===== config.mk =====
export PLATFORM = sky130hd
export DESIGN_NAME = result_register_readback
export DESIGN_NICKNAME = d
export VERILOG_FILES = /design/src/logic/column_block_expand.v /design/src/logic/analog_result_file.v /design/src/logic/result_register_readback.v
export VERILOG_INCLUDE_DIRS = /design/src /design/src/pkg
export SDC_FILE = /design/constraint.sdc
export NUM_CORES = 1
export LEC_CHECK = 0
export BUFFER_PORTS_ARGS = -buffer_cell sky130_fd_sc_hd__buf_2
export CORE_ASPECT_RATIO = 0.75
export CORE_UTILIZATION = 60
export DETAILED_ROUTE_END_ITERATION = 8
export GPL_ROUTABILITY_DRIVEN = 0
export PLACE_DENSITY = 0.83
export SETUP_SLACK_MARGIN = 0.05
export SKIP_CTS_REPAIR_TIMING = 1
export SLEW_MARGIN = 15
export SYNTH_ARGS = -nofsm -noshare
export SYNTH_HDL_FRONTEND = slang
export SYNTH_SLANG_ARGS = --single-unit

===== constraint.sdc =====
create_clock -name clk_sys -period 4.8 [get_ports clk_sys]
set_input_delay 0.24 -clock clk_sys [delete_from_list [all_inputs] [get_ports clk_sys]]
set_output_delay 0.24 -clock clk_sys [all_outputs]
set_load 0.005 [all_outputs]

===== src/pkg/result_bank_regs.vh =====
// Command codes, reset values, field positions and widths of the result register bank.
`ifndef RESULT_BANK_REGS_VH
`define RESULT_BANK_REGS_VH

// Command word layout: the top bit selects a read, the low byte picks the register.
`define CMD_READ_BIT        15
`define CMD_INDEX_MSB       7

// Read command codes of the analog results, listed in their fixed order.
`define RD_HORIZ_POSITION   16'h8000
`define RD_VERT_POSITION    16'h8001
`define RD_PRESSURE_FIRST   16'h8002
`define RD_PRESSURE_SECOND  16'h8003
`define RD_BATTERY_ONE      16'h8005
`define RD_BATTERY_TWO      16'h8006
`define RD_AUXILIARY_ONE    16'h8007
`define RD_AUXILIARY_TWO    16'h8008
`define RD_THERMAL_ONE      16'h8009
`define RD_THERMAL_TWO      16'h800a

// Read command codes of the keypad results.
`define RD_KEY_SCAN_RAW     16'h8004
`define RD_KEY_PENDING      16'h8010
`define RD_KEY_STATUS       16'h8011

// Writable registers kept in this bank, with their write and read codes.
`define WR_DAC_DATA         16'h000b
`define RD_DAC_DATA         16'h800b
`define WR_WEAK_RES_OFF     16'h004e
`define RD_WEAK_RES_OFF     16'h804e

// Reset values.
`define RESULT_RESET        16'h0000
`define DAC_DATA_RESET      16'h1000
`define WEAK_RES_OFF_RESET  16'h0000

// Field positions and widths.
`define ANALOG_RESULT_MSB   11
`define ANALOG_SLOT_COUNT   11
`define ANALOG_SLOT_KEYPAD  4'h4
`define WEAK_RES_OFF_MSB    15
`define WEAK_RES_OFF_LSB    8
`define COLUMN_MASK_MSB     15
`define COLUMN_MASK_LSB     12
`define KEY_COUNT           16
`define KEYS_PER_COLUMN     4

`endif


===== src/logic/column_block_expand.v =====
// Spreads the four column block bits over the sixteen key positions of the matrix.
`include "result_bank_regs.vh"

module column_block_expand (
    // Column block bits, column 1 in bit 0.
    input  wire [3:0]  column_block,
    // One block flag per key.
    output wire [15:0] key_block
);

    // Key index is 4*(column-1)+(row-1), so the column block bit is the index divided by four.
    genvar k;
    generate
        for (k = 0; k < `KEY_COUNT; k = k + 1) begin : g_key
            assign key_block[k] = column_block[k / `KEYS_PER_COLUMN];
        end
    endgenerate

endmodule


===== src/logic/analog_result_file.v =====
// Flip-flop store of the analog conversion results, indexed by the low nibble of the read code.
`include "result_bank_regs.vh"

module analog_result_file (
    // Clock and reset.
    input  wire        clk_sys,
    input  wire        rst_n,
    // Load port from the converter.
    input  wire        load,
    input  wire [3:0]  load_sel,
    input  wire [11:0] load_data,
    // Read port.
    input  wire [3:0]  read_sel,
    output reg  [15:0] read_data
);

    reg [11:0] slot [0:`ANALOG_SLOT_COUNT-1];

    // One result slot per code up to 10; slot 4, at the keypad code in the middle, is never loaded or read.
    genvar s;
    generate
        for (s = 0; s < `ANALOG_SLOT_COUNT; s = s + 1) begin : g_slot
            // Slot number held at the select width so the compare below needs no padding.
            localparam [3:0] SLOT_ID = s;
            always @(posedge clk_sys or negedge rst_n) begin
                if (!rst_n) begin
                    slot[s] <= 12'h000;
                end else if (load && (load_sel == SLOT_ID) && (load_sel != `ANALOG_SLOT_KEYPAD)) begin
                    slot[s] <= load_data;
                end
            end
        end
    endgenerate

    // Right justified: the result MSB lands on bit 11 and the top nibble reads zero.
    always @* begin
        read_data = 16'h0000;
        if ((read_sel < `ANALOG_SLOT_COUNT) && (read_sel != `ANALOG_SLOT_KEYPAD)) begin
            read_data = {4'h0, slot[read_sel]};
        end
    end

endmodule


===== src/logic/result_register_readback.v =====
// Result register bank: analog results, keypad scan results, DAC data and pull-up control.
//
// Summary of operation
// - Set upper pull-up bit turns pin open collector.
// - Power-up clears all result registers to zero.
// - DAC data register powers up nonzero default.
// - Analog results right justified, top nibble zero.
// - Writes to result registers are discarded.
// - Analog results read at fixed sequential codes.
// - Keypad raw, pending, status at three codes.
// - Each keypad bit is one matrix key.
// - Key bit index is 4*(column-1)+(row-1).
// - Raw and pending masked by column only.
// - Pending register keeps detections separately.
// - Status masked by key and column masks.
// - Column mask blocks pending and status updates.
`include "result_bank_regs.vh"

module result_register_readback (
    // Clock and reset.
    input  wire        clk_sys,
    input  wire        rst_n,

    // Command port from the serial framer.
    input  wire        cmd_valid,
    input  wire [15:0] cmd_word,
    input  wire [15:0] cmd_wr_data,

    // Read answer back to the serial framer.
    output reg         rd_valid,
    output reg  [15:0] rd_data,

    // Conversion results from the converter.
    input  wire        adc_done,
    input  wire [3:0]  adc_sel,
    input  wire [11:0] adc_result,

    // Keypad scan results from the scan engine.
    input  wire        scan_done,
    input  wire [15:0] scan_keys,

    // Current contents of the keypad mask registers.
    input  wire [15:0] key_mask_word,
    input  wire [15:0] column_mask_word,

    // Register driven outputs.
    output reg  [7:0]  weak_resistor_off_bits,
    output reg  [15:0] dac_data,
    output reg         pending_nonempty
);

    // Keypad result registers.
    reg  [15:0] key_scan_raw;
    reg  [15:0] key_pending_result;
    reg  [15:0] key_status_result;

    // Decoded command.
    wire        is_read;
    wire        is_write;
    reg  [15:0] next_rd_data;
    reg         read_of_pending;

    // Keypad gating terms.
    wire [3:0]  column_block;
    wire [15:0] column_key_block;
    wire [15:0] status_key_block;
    wire [15:0] raw_key_bit;
    wire [15:0] pending_key_bit;
    wire [15:0] status_key_bit;
    wire [15:0] analog_read_data;
    reg  [15:0] next_pending;

    // The top bit of a command word marks a read; everything else is a write.
    assign is_read  = cmd_valid & cmd_word[`CMD_READ_BIT];
    assign is_write = cmd_valid & ~cmd_word[`CMD_READ_BIT];

    // Column 4 block sits in the top bit of the column mask word.
    assign column_block = column_mask_word[`COLUMN_MASK_MSB:`COLUMN_MASK_LSB];

    // Turn the four column blocks into one block flag per key.
    column_block_expand u_column_block_expand (
        .column_block (column_block),
        .key_block    (column_key_block)
    );

    // Raw and pending see only the column mask; the per-key mask is left out on purpose.
    assign raw_key_bit     = scan_keys & ~column_key_block;
    assign pending_key_bit = scan_keys & ~column_key_block;

    // The status register also honours the per-key mask, bit for bit.
    assign status_key_block = column_key_block | key_mask_word;
    assign status_key_bit   = scan_keys & ~status_key_block;

    // Analog result store; its read port is indexed by the low nibble of the read code.
    analog_result_file u_analog_result_file (
        .clk_sys   (clk_sys),
        .rst_n     (rst_n),
        .load      (adc_done),
        .load_sel  (adc_sel),
        .load_data (adc_result[`ANALOG_RESULT_MSB:0]),
        .read_sel  (cmd_word[3:0]),
        .read_data (analog_read_data)
    );

    // Raw scan register follows each completed scan, column masked keys reading zero.
    always @(posedge clk_sys or negedge rst_n) begin
        if (!rst_n) begin
            key_scan_raw <= `RESULT_RESET;
        end else if (scan_done) begin
            key_scan_raw <= raw_key_bit;
        end
    end

    // Status register: masked keys keep their old value instead of updating.
    always @(posedge clk_sys or negedge rst_n) begin
        if (!rst_n) begin
            key_status_result <= `RESULT_RESET;
        end else if (scan_done) begin
            key_status_result <= (key_status_result & status_key_block) | status_key_bit;
        end
    end

    // A read of the pending register hands its contents to the host and clears them.
    always @* begin
        read_of_pending = is_read && (cmd_word == `RD_KEY_PENDING);
    end

    // Pending bits are sticky; a detection in the same cycle as the clearing read wins.
    always @* begin
        next_pending = key_pending_result;
        if (read_of_pending) begin
            next_pending = 16'h0000;
        end
        if (scan_done) begin
            next_pending = next_pending | pending_key_bit;
        end
    end

    // Pending register, held apart from the raw and status registers.
    always @(posedge clk_sys or negedge rst_n) begin
        if (!rst_n) begin
            key_pending_result <= `RESULT_RESET;
        end else begin
            key_pending_result <= next_pending;
        end
    end

    // Summary flag so the interrupt logic elsewhere need not decode the word.
    always @(posedge clk_sys or negedge rst_n) begin
        if (!rst_n) begin
            pending_nonempty <= 1'b0;
        end else begin
            pending_nonempty <= |next_pending;
        end
    end

    // Writable registers. Writes aimed at result codes match nothing here and are dropped.
    always @(posedge clk_sys or negedge rst_n) begin
        if (!rst_n) begin
            dac_data <= `DAC_DATA_RESET;
        end else if (is_write && (cmd_word == `WR_DAC_DATA)) begin
            dac_data <= cmd_wr_data;
        end
    end

    // Pull-up control: only the upper byte is stored, the reserved byte is not kept.
    always @(posedge clk_sys or negedge rst_n) begin
        if (!rst_n) begin
            weak_resistor_off_bits <= 8'h00;
        end else if (is_write && (cmd_word == `WR_WEAK_RES_OFF)) begin
            weak_resistor_off_bits <= cmd_wr_data[`WEAK_RES_OFF_MSB:`WEAK_RES_OFF_LSB];
        end
    end

    // Read decode. An unknown read code answers zero rather than stalling the framer.
    always @* begin
        next_rd_data = 16'h0000;
        if (cmd_word == `RD_KEY_SCAN_RAW) begin
            next_rd_data = key_scan_raw;
        end else if (cmd_word == `RD_KEY_PENDING) begin
            next_rd_data = key_pending_result;
        end else if (cmd_word == `RD_KEY_STATUS) begin
            next_rd_data = key_status_result;
        end else if (cmd_word == `RD_DAC_DATA) begin
            next_rd_data = dac_data;
        end else if (cmd_word == `RD_WEAK_RES_OFF) begin
            next_rd_data = {weak_resistor_off_bits, 8'h00};
        end else if ((cmd_word >= `RD_HORIZ_POSITION) && (cmd_word <= `RD_THERMAL_TWO)) begin
            next_rd_data = analog_read_data;
        end
    end

    // Read answer is registered: it appears one cycle after the command is taken.
    always @(posedge clk_sys or negedge rst_n) begin
        if (!rst_n) begin
            rd_valid <= 1'b0;
            rd_data  <= 16'h0000;
        end else begin
            rd_valid <= is_read;
            if (is_read) begin
                rd_data <= next_rd_data;
            end
        end
    end

    // Writes to the analog and keypad codes reach no register; nothing else to do.

endmodule


==> results.md, run 1 <==
- Aggregate global routing overflow: 0
- Remaining antenna violation count: 0
- Core Region: ~0.017 sq mm
- Area post-placement: between 0.01 and 0.015 sq mm
- Post-synth EDFFs: 0
- Lkg Pwr: approximately 5.4 nW
- Failing checks: hold timing
- TritonRoute pass-1 iters: 5
- Setup Crit Path Kind: in2reg
- Slew Viols, Final: 0
- Post-synthesis register bit count: ~220
- Via-to-Cell Ratio: 6.26
- DIE AREA: between 0.015 and 0.02 sq mm
- Placement Setup Slack: 1.99 ns
- Commonest non-fill, non-tap cells in the layout: 221 x dfrtp_1, 160 x mux2_2, 129 x buf_2, 74 x nand2_1, 41 x nor2_1
- FP Rows: around 40
- Largest net degree at the start of global routing: roughly 160
- CP Max Fanout: 11
- Worst Path Required: around 5.2 ns
- Area Growth Syn to Fin: 15.3%
- Vias in the first global route: between 7,000 and 8,000
- Avg Cell Area, Syn: 12.3 sq um
- Layout cells sized above 1: 38.2%
- Seq/Total Area, Yosys: 54.0%
- Drc violations: 0
- IO buf count: 130
- Initial antenna violation count: 0
- Final setup violation count: 0
- CTS buffer count: 22
- Worst skew pair latency: around 0.5 ns
- Drt initial violations: 800
- Final setup margin: 2.31 ns
- First-pass GRT wire length: 39,500 um
- Synth warnings: 0
- FMAX: between 400 and 500 MHz
- Die width: 153 um
- Synth cell types: 55
- CP startpoint kind: primary input
- Total routed wirelength: approximately 25,000 um
- Antenna Cells: 0
- Final net count: 1,048
- HPWL Detailed: 16,300 um
- Root buffer cell: clkbuf_16
- Final Hold Viols: 9
- Num ports: approximately 140
- Worst-path clk slew: roughly 0.060 ns
- Fin crit period: 2.49 ns
- Post-Route Setup TNS: 0 ns
- Initial core utilization: 61.3%
- RSZ-0062 raised after global routing: no
- CTS tree: done
- Critical path arrival: 2.92 ns
- Cell area after synthesis: ~0.01 sq mm
- Worst rel slew slack: slightly below 30%
- Synth async-reset ratio: 100%
- Routed vias: 7,380
- Syn Nets: 935
- Most used DFF post-synth: dfrtp_1
- Worst Hold Class: in2reg
- Final Skew: approximately 0.0073 ns
- Max-Cap Viols: 0
- Number of H-tree levels: 1
- Power Density: 388 mW/mm^2
- Total track usage: 29.1%
- Die Ht: roughly 120 um
- Clk buf depth: 3
- Most common cell after layout, fill and taps aside: dfrtp_1
- Worst Max-Slew Pin Slew: 1.06 ns
- Clock Sink Count: about 220
- Setup crit end kind: flop
- Max rail drop VDD: ~0.25 mV
- Hold_ws: -0.00740 ns
- Post-route cell area: about 0.012 sq mm
- Period Utilization, post-route: 51.9%
- Outcome: finished, violations left
- Synth Instances: 834
- Per-cell routed wire length: roughly 21 um
## cell usage after synthesis, types with 12 or more instances
library cell,number,area (sq um)
a21oi_1,28,140
buf_1,17,63.8
clkbuf_1,31,116
dfrtp_1,221,5530
inv_1,18,67.6
mux2_2,160,1800
mux2i_1,24,240
mux4_2,22,495
nand2_1,74,278
nor2_1,43,161
o21ai_0,39,195
o22ai_1,12,75.1
## worst max-delay path, cell delays in order
cell     delay, ns
buf_2         0.10
nor4_2        0.83
nand4_1       0.65
nor2_1        0.64
a221o_1       0.25
a21oi_1       0.05
a21oi_1       0.15
## layout make-up
class | instances | area (sq um)
clock buffer | 37 | 678
sequential | 222 | 5560
timing repair buffer | 154 | 896
tap | 215 | 269
fill | 1117 | 4920
multi-input combinational | 528 | 4370
inverter | 19 | 71.3
clock inverter | 3 | 15.0
## stage by stage
step	total power [W]	hold WS, ns	instances	utilization [%]
after global placement	0.00291	0.226	1121	65.5
after floorplan	0.00273	-0.0556	834	-
after global routing	0.00479	0.00120	1178	70.6
final	0.00460	-0.00740	1178	70.6
after detailed placement	0.00296	0.225	1121	65.5
after CTS	0.00461	-0.296	1161	69.6
## metal layers
metal,GRT usage [%],wire length (um),up-vias
met5,0,0,-
met4,7.54,500,0
met3,5.84,2270,46
met2,42.5,11100,350
met1,44.6,11300,3735
li1,-,-,3249
## registers in the layout, indices dropped and copies added (netlist names), named ones only
register,count
u_analog_result_file.slot,132
pending_nonempty,1
rd_valid,1
key_pending_result,16
weak_resistor_off_bits,8
rd_data,16
key_scan_raw,16
dac_data,16
## path summary, 6_finish.rpt
path                                                              end                                       from  slack [ns]  cells after the start
min                                  key_pending_result[12]$_DFF_PN0_                              scan_keys[12]      -0.007                      3
min in group asynchronous  u_analog_result_file.slot[110]$_DFFE_PN0P_                                      rst_n        0.27                      2
max                                            rd_data[0]$_DFFE_PN0P_                               cmd_word[12]        2.31                      7
min reg2reg                 u_analog_result_file.slot[74]$_DFFE_PN0P_  u_analog_result_file.slot[74]$_DFFE_PN0P_        0.37                      0
max in group asynchronous       weak_resistor_off_bits[1]$_DFFE_PN0P_                                      rst_n        3.30                      3
max reg2reg                                    rd_data[4]$_DFFE_PN0P_  u_analog_result_file.slot[88]$_DFFE_PN0P_        2.86                      5
## report_power, final
part / switching [W] / internal [W]
Clock: 0.000697 / 0.000959
Sequential: 0.000146 / 0.00215
Combinational: 0.000276 / 0.000368
## cells by family after synthesis
| family | after synthesis | synth area share [%] |
|---|---|---|
| multiplexers | 206 | 24.7 |
| buffers and inverters | 84 | 3.57 |
| flip-flops | 222 | 54.0 |
| AND/OR/NAND/NOR | 194 | 9.83 |
| AO/OA/AOI/OAI | 128 | 7.87 |
Power figures use the tool's default switching activity.
==> inputs of run 2 (changes only) <==
--- a/config.mk
+++ b/config.mk
@@ -8,10 +8,10 @@
 export LEC_CHECK = 0
 export BUFFER_PORTS_ARGS = -buffer_cell sky130_fd_sc_hd__buf_2
 export CORE_ASPECT_RATIO = 0.75
-export CORE_UTILIZATION = 60
+export CORE_UTILIZATION = 52
 export DETAILED_ROUTE_END_ITERATION = 8
 export GPL_ROUTABILITY_DRIVEN = 0
-export PLACE_DENSITY = 0.83
+export PLACE_DENSITY = 0.76
 export SETUP_SLACK_MARGIN = 0.05
 export SKIP_CTS_REPAIR_TIMING = 1
 export SLEW_MARGIN = 15
==> constraint.sdc (replaced) <==
create_clock -name clk_sys -period 2 [get_ports clk_sys]
set_input_delay 0.1 -clock clk_sys [delete_from_list [all_inputs] [get_ports clk_sys]]
set_output_delay 0.1 -clock clk_sys [all_outputs]
set_load 0.005 [all_outputs]
==> results.md, run 2 (synthesis gave the netlist of run 1 again) <==
- Outcome: finished, violations left
- Failing checks: hold timing
- FF-to-FF setup slack: between 0.2 and 0.3 ns
- HPWL Detailed: roughly 18,000 um
- Placement Setup Slack: around 0.12 ns
- Aggregate global routing overflow: 0
- Buf+Inv Stages, Crit Path: 3
- Vias in the first global route: between 7,000 and 8,000
- Area Growth Syn to Fin: 24.7%
- Worst rel slew slack: a little over half
- Total power: between 0.01 and 0.015 W
- Clock Sink Count: 222
- Worst-path clk slew: around 0.06 ns
- Hold Path Depth: 4
- Per-cell routed wire length: roughly 20 um
- Drc violations: 0
- Final setup violation count: 0
- Post-Route Setup TNS: 0 ns
- Commonest non-fill, non-tap cells in the layout: 221 x dfrtp_1, 160 x mux2_2, 129 x buf_2, 74 x nand2_1, 64 x dlygate4sd3_1
- Total routed wirelength: ~27,000 um
- Number of H-tree levels: 1
- Worst Reg2Reg Path Length in Cells: 5
- Area of the multi-input gates: about 0.0044 sq mm
- Most common cell after layout, fill and taps aside: dfrtp_1
- Final net count: 1,135
- RSZ-0062 raised after global routing: no
- Hold_sp: column_mask_word[14]
- FP Rows: between 40 and 50
- TritonRoute pass-1 iters: 6
- Final Skew: between 0.007 and 0.008 ns
- First-pass GRT wire length: between 30,000 and 40,000 um
- Max-Cap Viols: 0
- FMAX: 573 MHz
- CTS buffer count: 22
- Worst Max-Slew Pin Slew: approximately 0.7 ns
- CTS tree: done
- Worst Path Required: about 2.4 ns
- Hold endpoint: key_pending_result[9]$_DFF_PN0_
- Max rail drop VDD: approximately 0.64 mV
- DIE AREA: around 0.020 sq mm
- CP Max Fanout: 4
- Hold_ws: -0.0429 ns
- Die Ht: 124 um
- Critical path arrival: ~2.1 ns
- Total track usage: between 20% and 30%
- Worst Hold Class: in2reg
- CP startpoint kind: primary input
- # fillers: ~1,400
- WP depth: 6
- Via-to-Cell Ratio: roughly 6
- Lkg Pwr: between 5 and 6 nW
- Max FFs per register: roughly 130
- Routed vias: between 7,000 and 8,000
- Reg-to-reg endpoint: rd_data[8]$_DFFE_PN0P_
- Crit path top cell by count: dlygate4sd3_1
- Power Density: between 900 and 1000 mW/mm^2
- Final setup margin: approximately 0.25 ns
- Area post-placement: approximately 0.011 sq mm
- Setup Crit Path Kind: in2reg
- Initial antenna violation count: 0
- Antenna Cells: 0
- Final Hold Viols: 5
- FF+latch area: around 0.0056 sq mm
- Num ports: about 140
- Setup crit end kind: flop
- Period Utilization, post-route: 87.3%
- Initial core utilization: 53.1%
- Worst path top cell family by delay: buffers and inverters
- Beginning of the worst register-to-register path: u_analog_result_file.slot[68]$_DFFE_PN0P_
- Clk buf depth: 3
- Post-route cell area: about 0.013 sq mm
- Worst skew pair latency: 0.51 ns
- Root buffer cell: clkbuf_16
- IO buf count: 130
- Layout cells sized above 1: approximately two fifths
- Remaining antenna violation count: 0
- Worst-path cell with the longest stage delay: dlygate4sd3_1
- Critical path cell sequence: dlygate4sd3_1, buf_2, nand2b_1, nor2_1, mux2_2, dlygate4sd3_1
- Biggest register: u_analog_result_file.slot
- Die width: 164 um
- Max incr delay on CP: 0.56 ns
- Core Region: 0.0194 sq mm
- Largest net degree at the start of global routing: 59
- Fin crit period: about 1.7 ns
- Drt initial violations: 740
- Slew Viols, Final: 0
-- run 2: cell types whose count changed in the layout (fill, tap and decap cells not counted) --
cell,delta
dlygate4sd3_1,+47
nor2_1,+2
buf_4,+34
buf_12,+6
nor2b_2,-1
clkinvlp_4,+1
nor2_2,-2
clkbuf_1,-7
clkinv_2,+2
bufinv_16,+3
nor2b_1,+1
-- run 2: cell type report --
class / count / share of cell area [%]
Tap cell: 253 / 2.47
Inverter: 19 / 0.556
Multi-Input combinational cell: 528 / 34.0
Clock inverter: 9 / 0.957
Sequential cell: 222 / 43.3
Clock buffer: 30 / 5.09
Timing Repair Buffer: 241 / 13.6
-- run 2: worst max path at each step --
stage,startpoint,endpoint,slack (ns)
6_report,column_mask_word[13],flop,0.25
5_1_grt,u_analog_result_file.slot[88]$_DFFE_PN0P_,rd_data[4]$_DFFE_PN0P_,0.19
4_1_cts,u_analog_result_file.slot[68]$_DFFE_PN0P_,rd_data[8]$_DFFE_PN0P_,0.30
3_5_place_dp,cmd_word[5],rd_data[13]$_DFFE_PN0P_,0.12
3_3_place_gp,cmd_word[5],rd_data[11]$_DFFE_PN0P_,0.14
2_1_floorplan,cmd_word[12],dac_data[10]$_DFFE_PN0P_,0.32
-- run 2: report_power, final --
group / switching, W / leakage, nW / total [W] / internal, W
registers: 0.000357 / 2.74 / 0.00552 / 0.00516
clock network: 0.00173 / 0.384 / 0.00440 / 0.00266
logic: 0.000702 / 2.72 / 0.00172 / 0.00102
total: 0.00279 / 5.85 / 0.0116 / 0.00885
-- run 2: worst register-to-register path, stage by stage (launching register included) --
cell	delay, ns
dfrtp_1	0.40
mux4_2	0.48
nor2b_1	0.15
a211o_1	0.28
a31oi_1	0.23
o21ai_1	0.08
-- run 2: per-stage QoR --
stage,utilization [%],hold slack [ns],instances
floorplan,-,-0.196,834
global placement,58.8,0.0104,1199
detailed placement,58.8,0.0114,1199
CTS,62.8,-0.524,1238
global route,66.1,0.00857,1302
finish,66.1,-0.0429,1302
-- run 2: routing by layer --
layer	global-route usage, %	vias to the layer above	part of all wire (%)
li1	-	3428	-
met1	39.0	3807	45
met2	37.2	363	44
met3	6.06	51	9.1
met4	5.61	0	2.1
met5	0	-	0
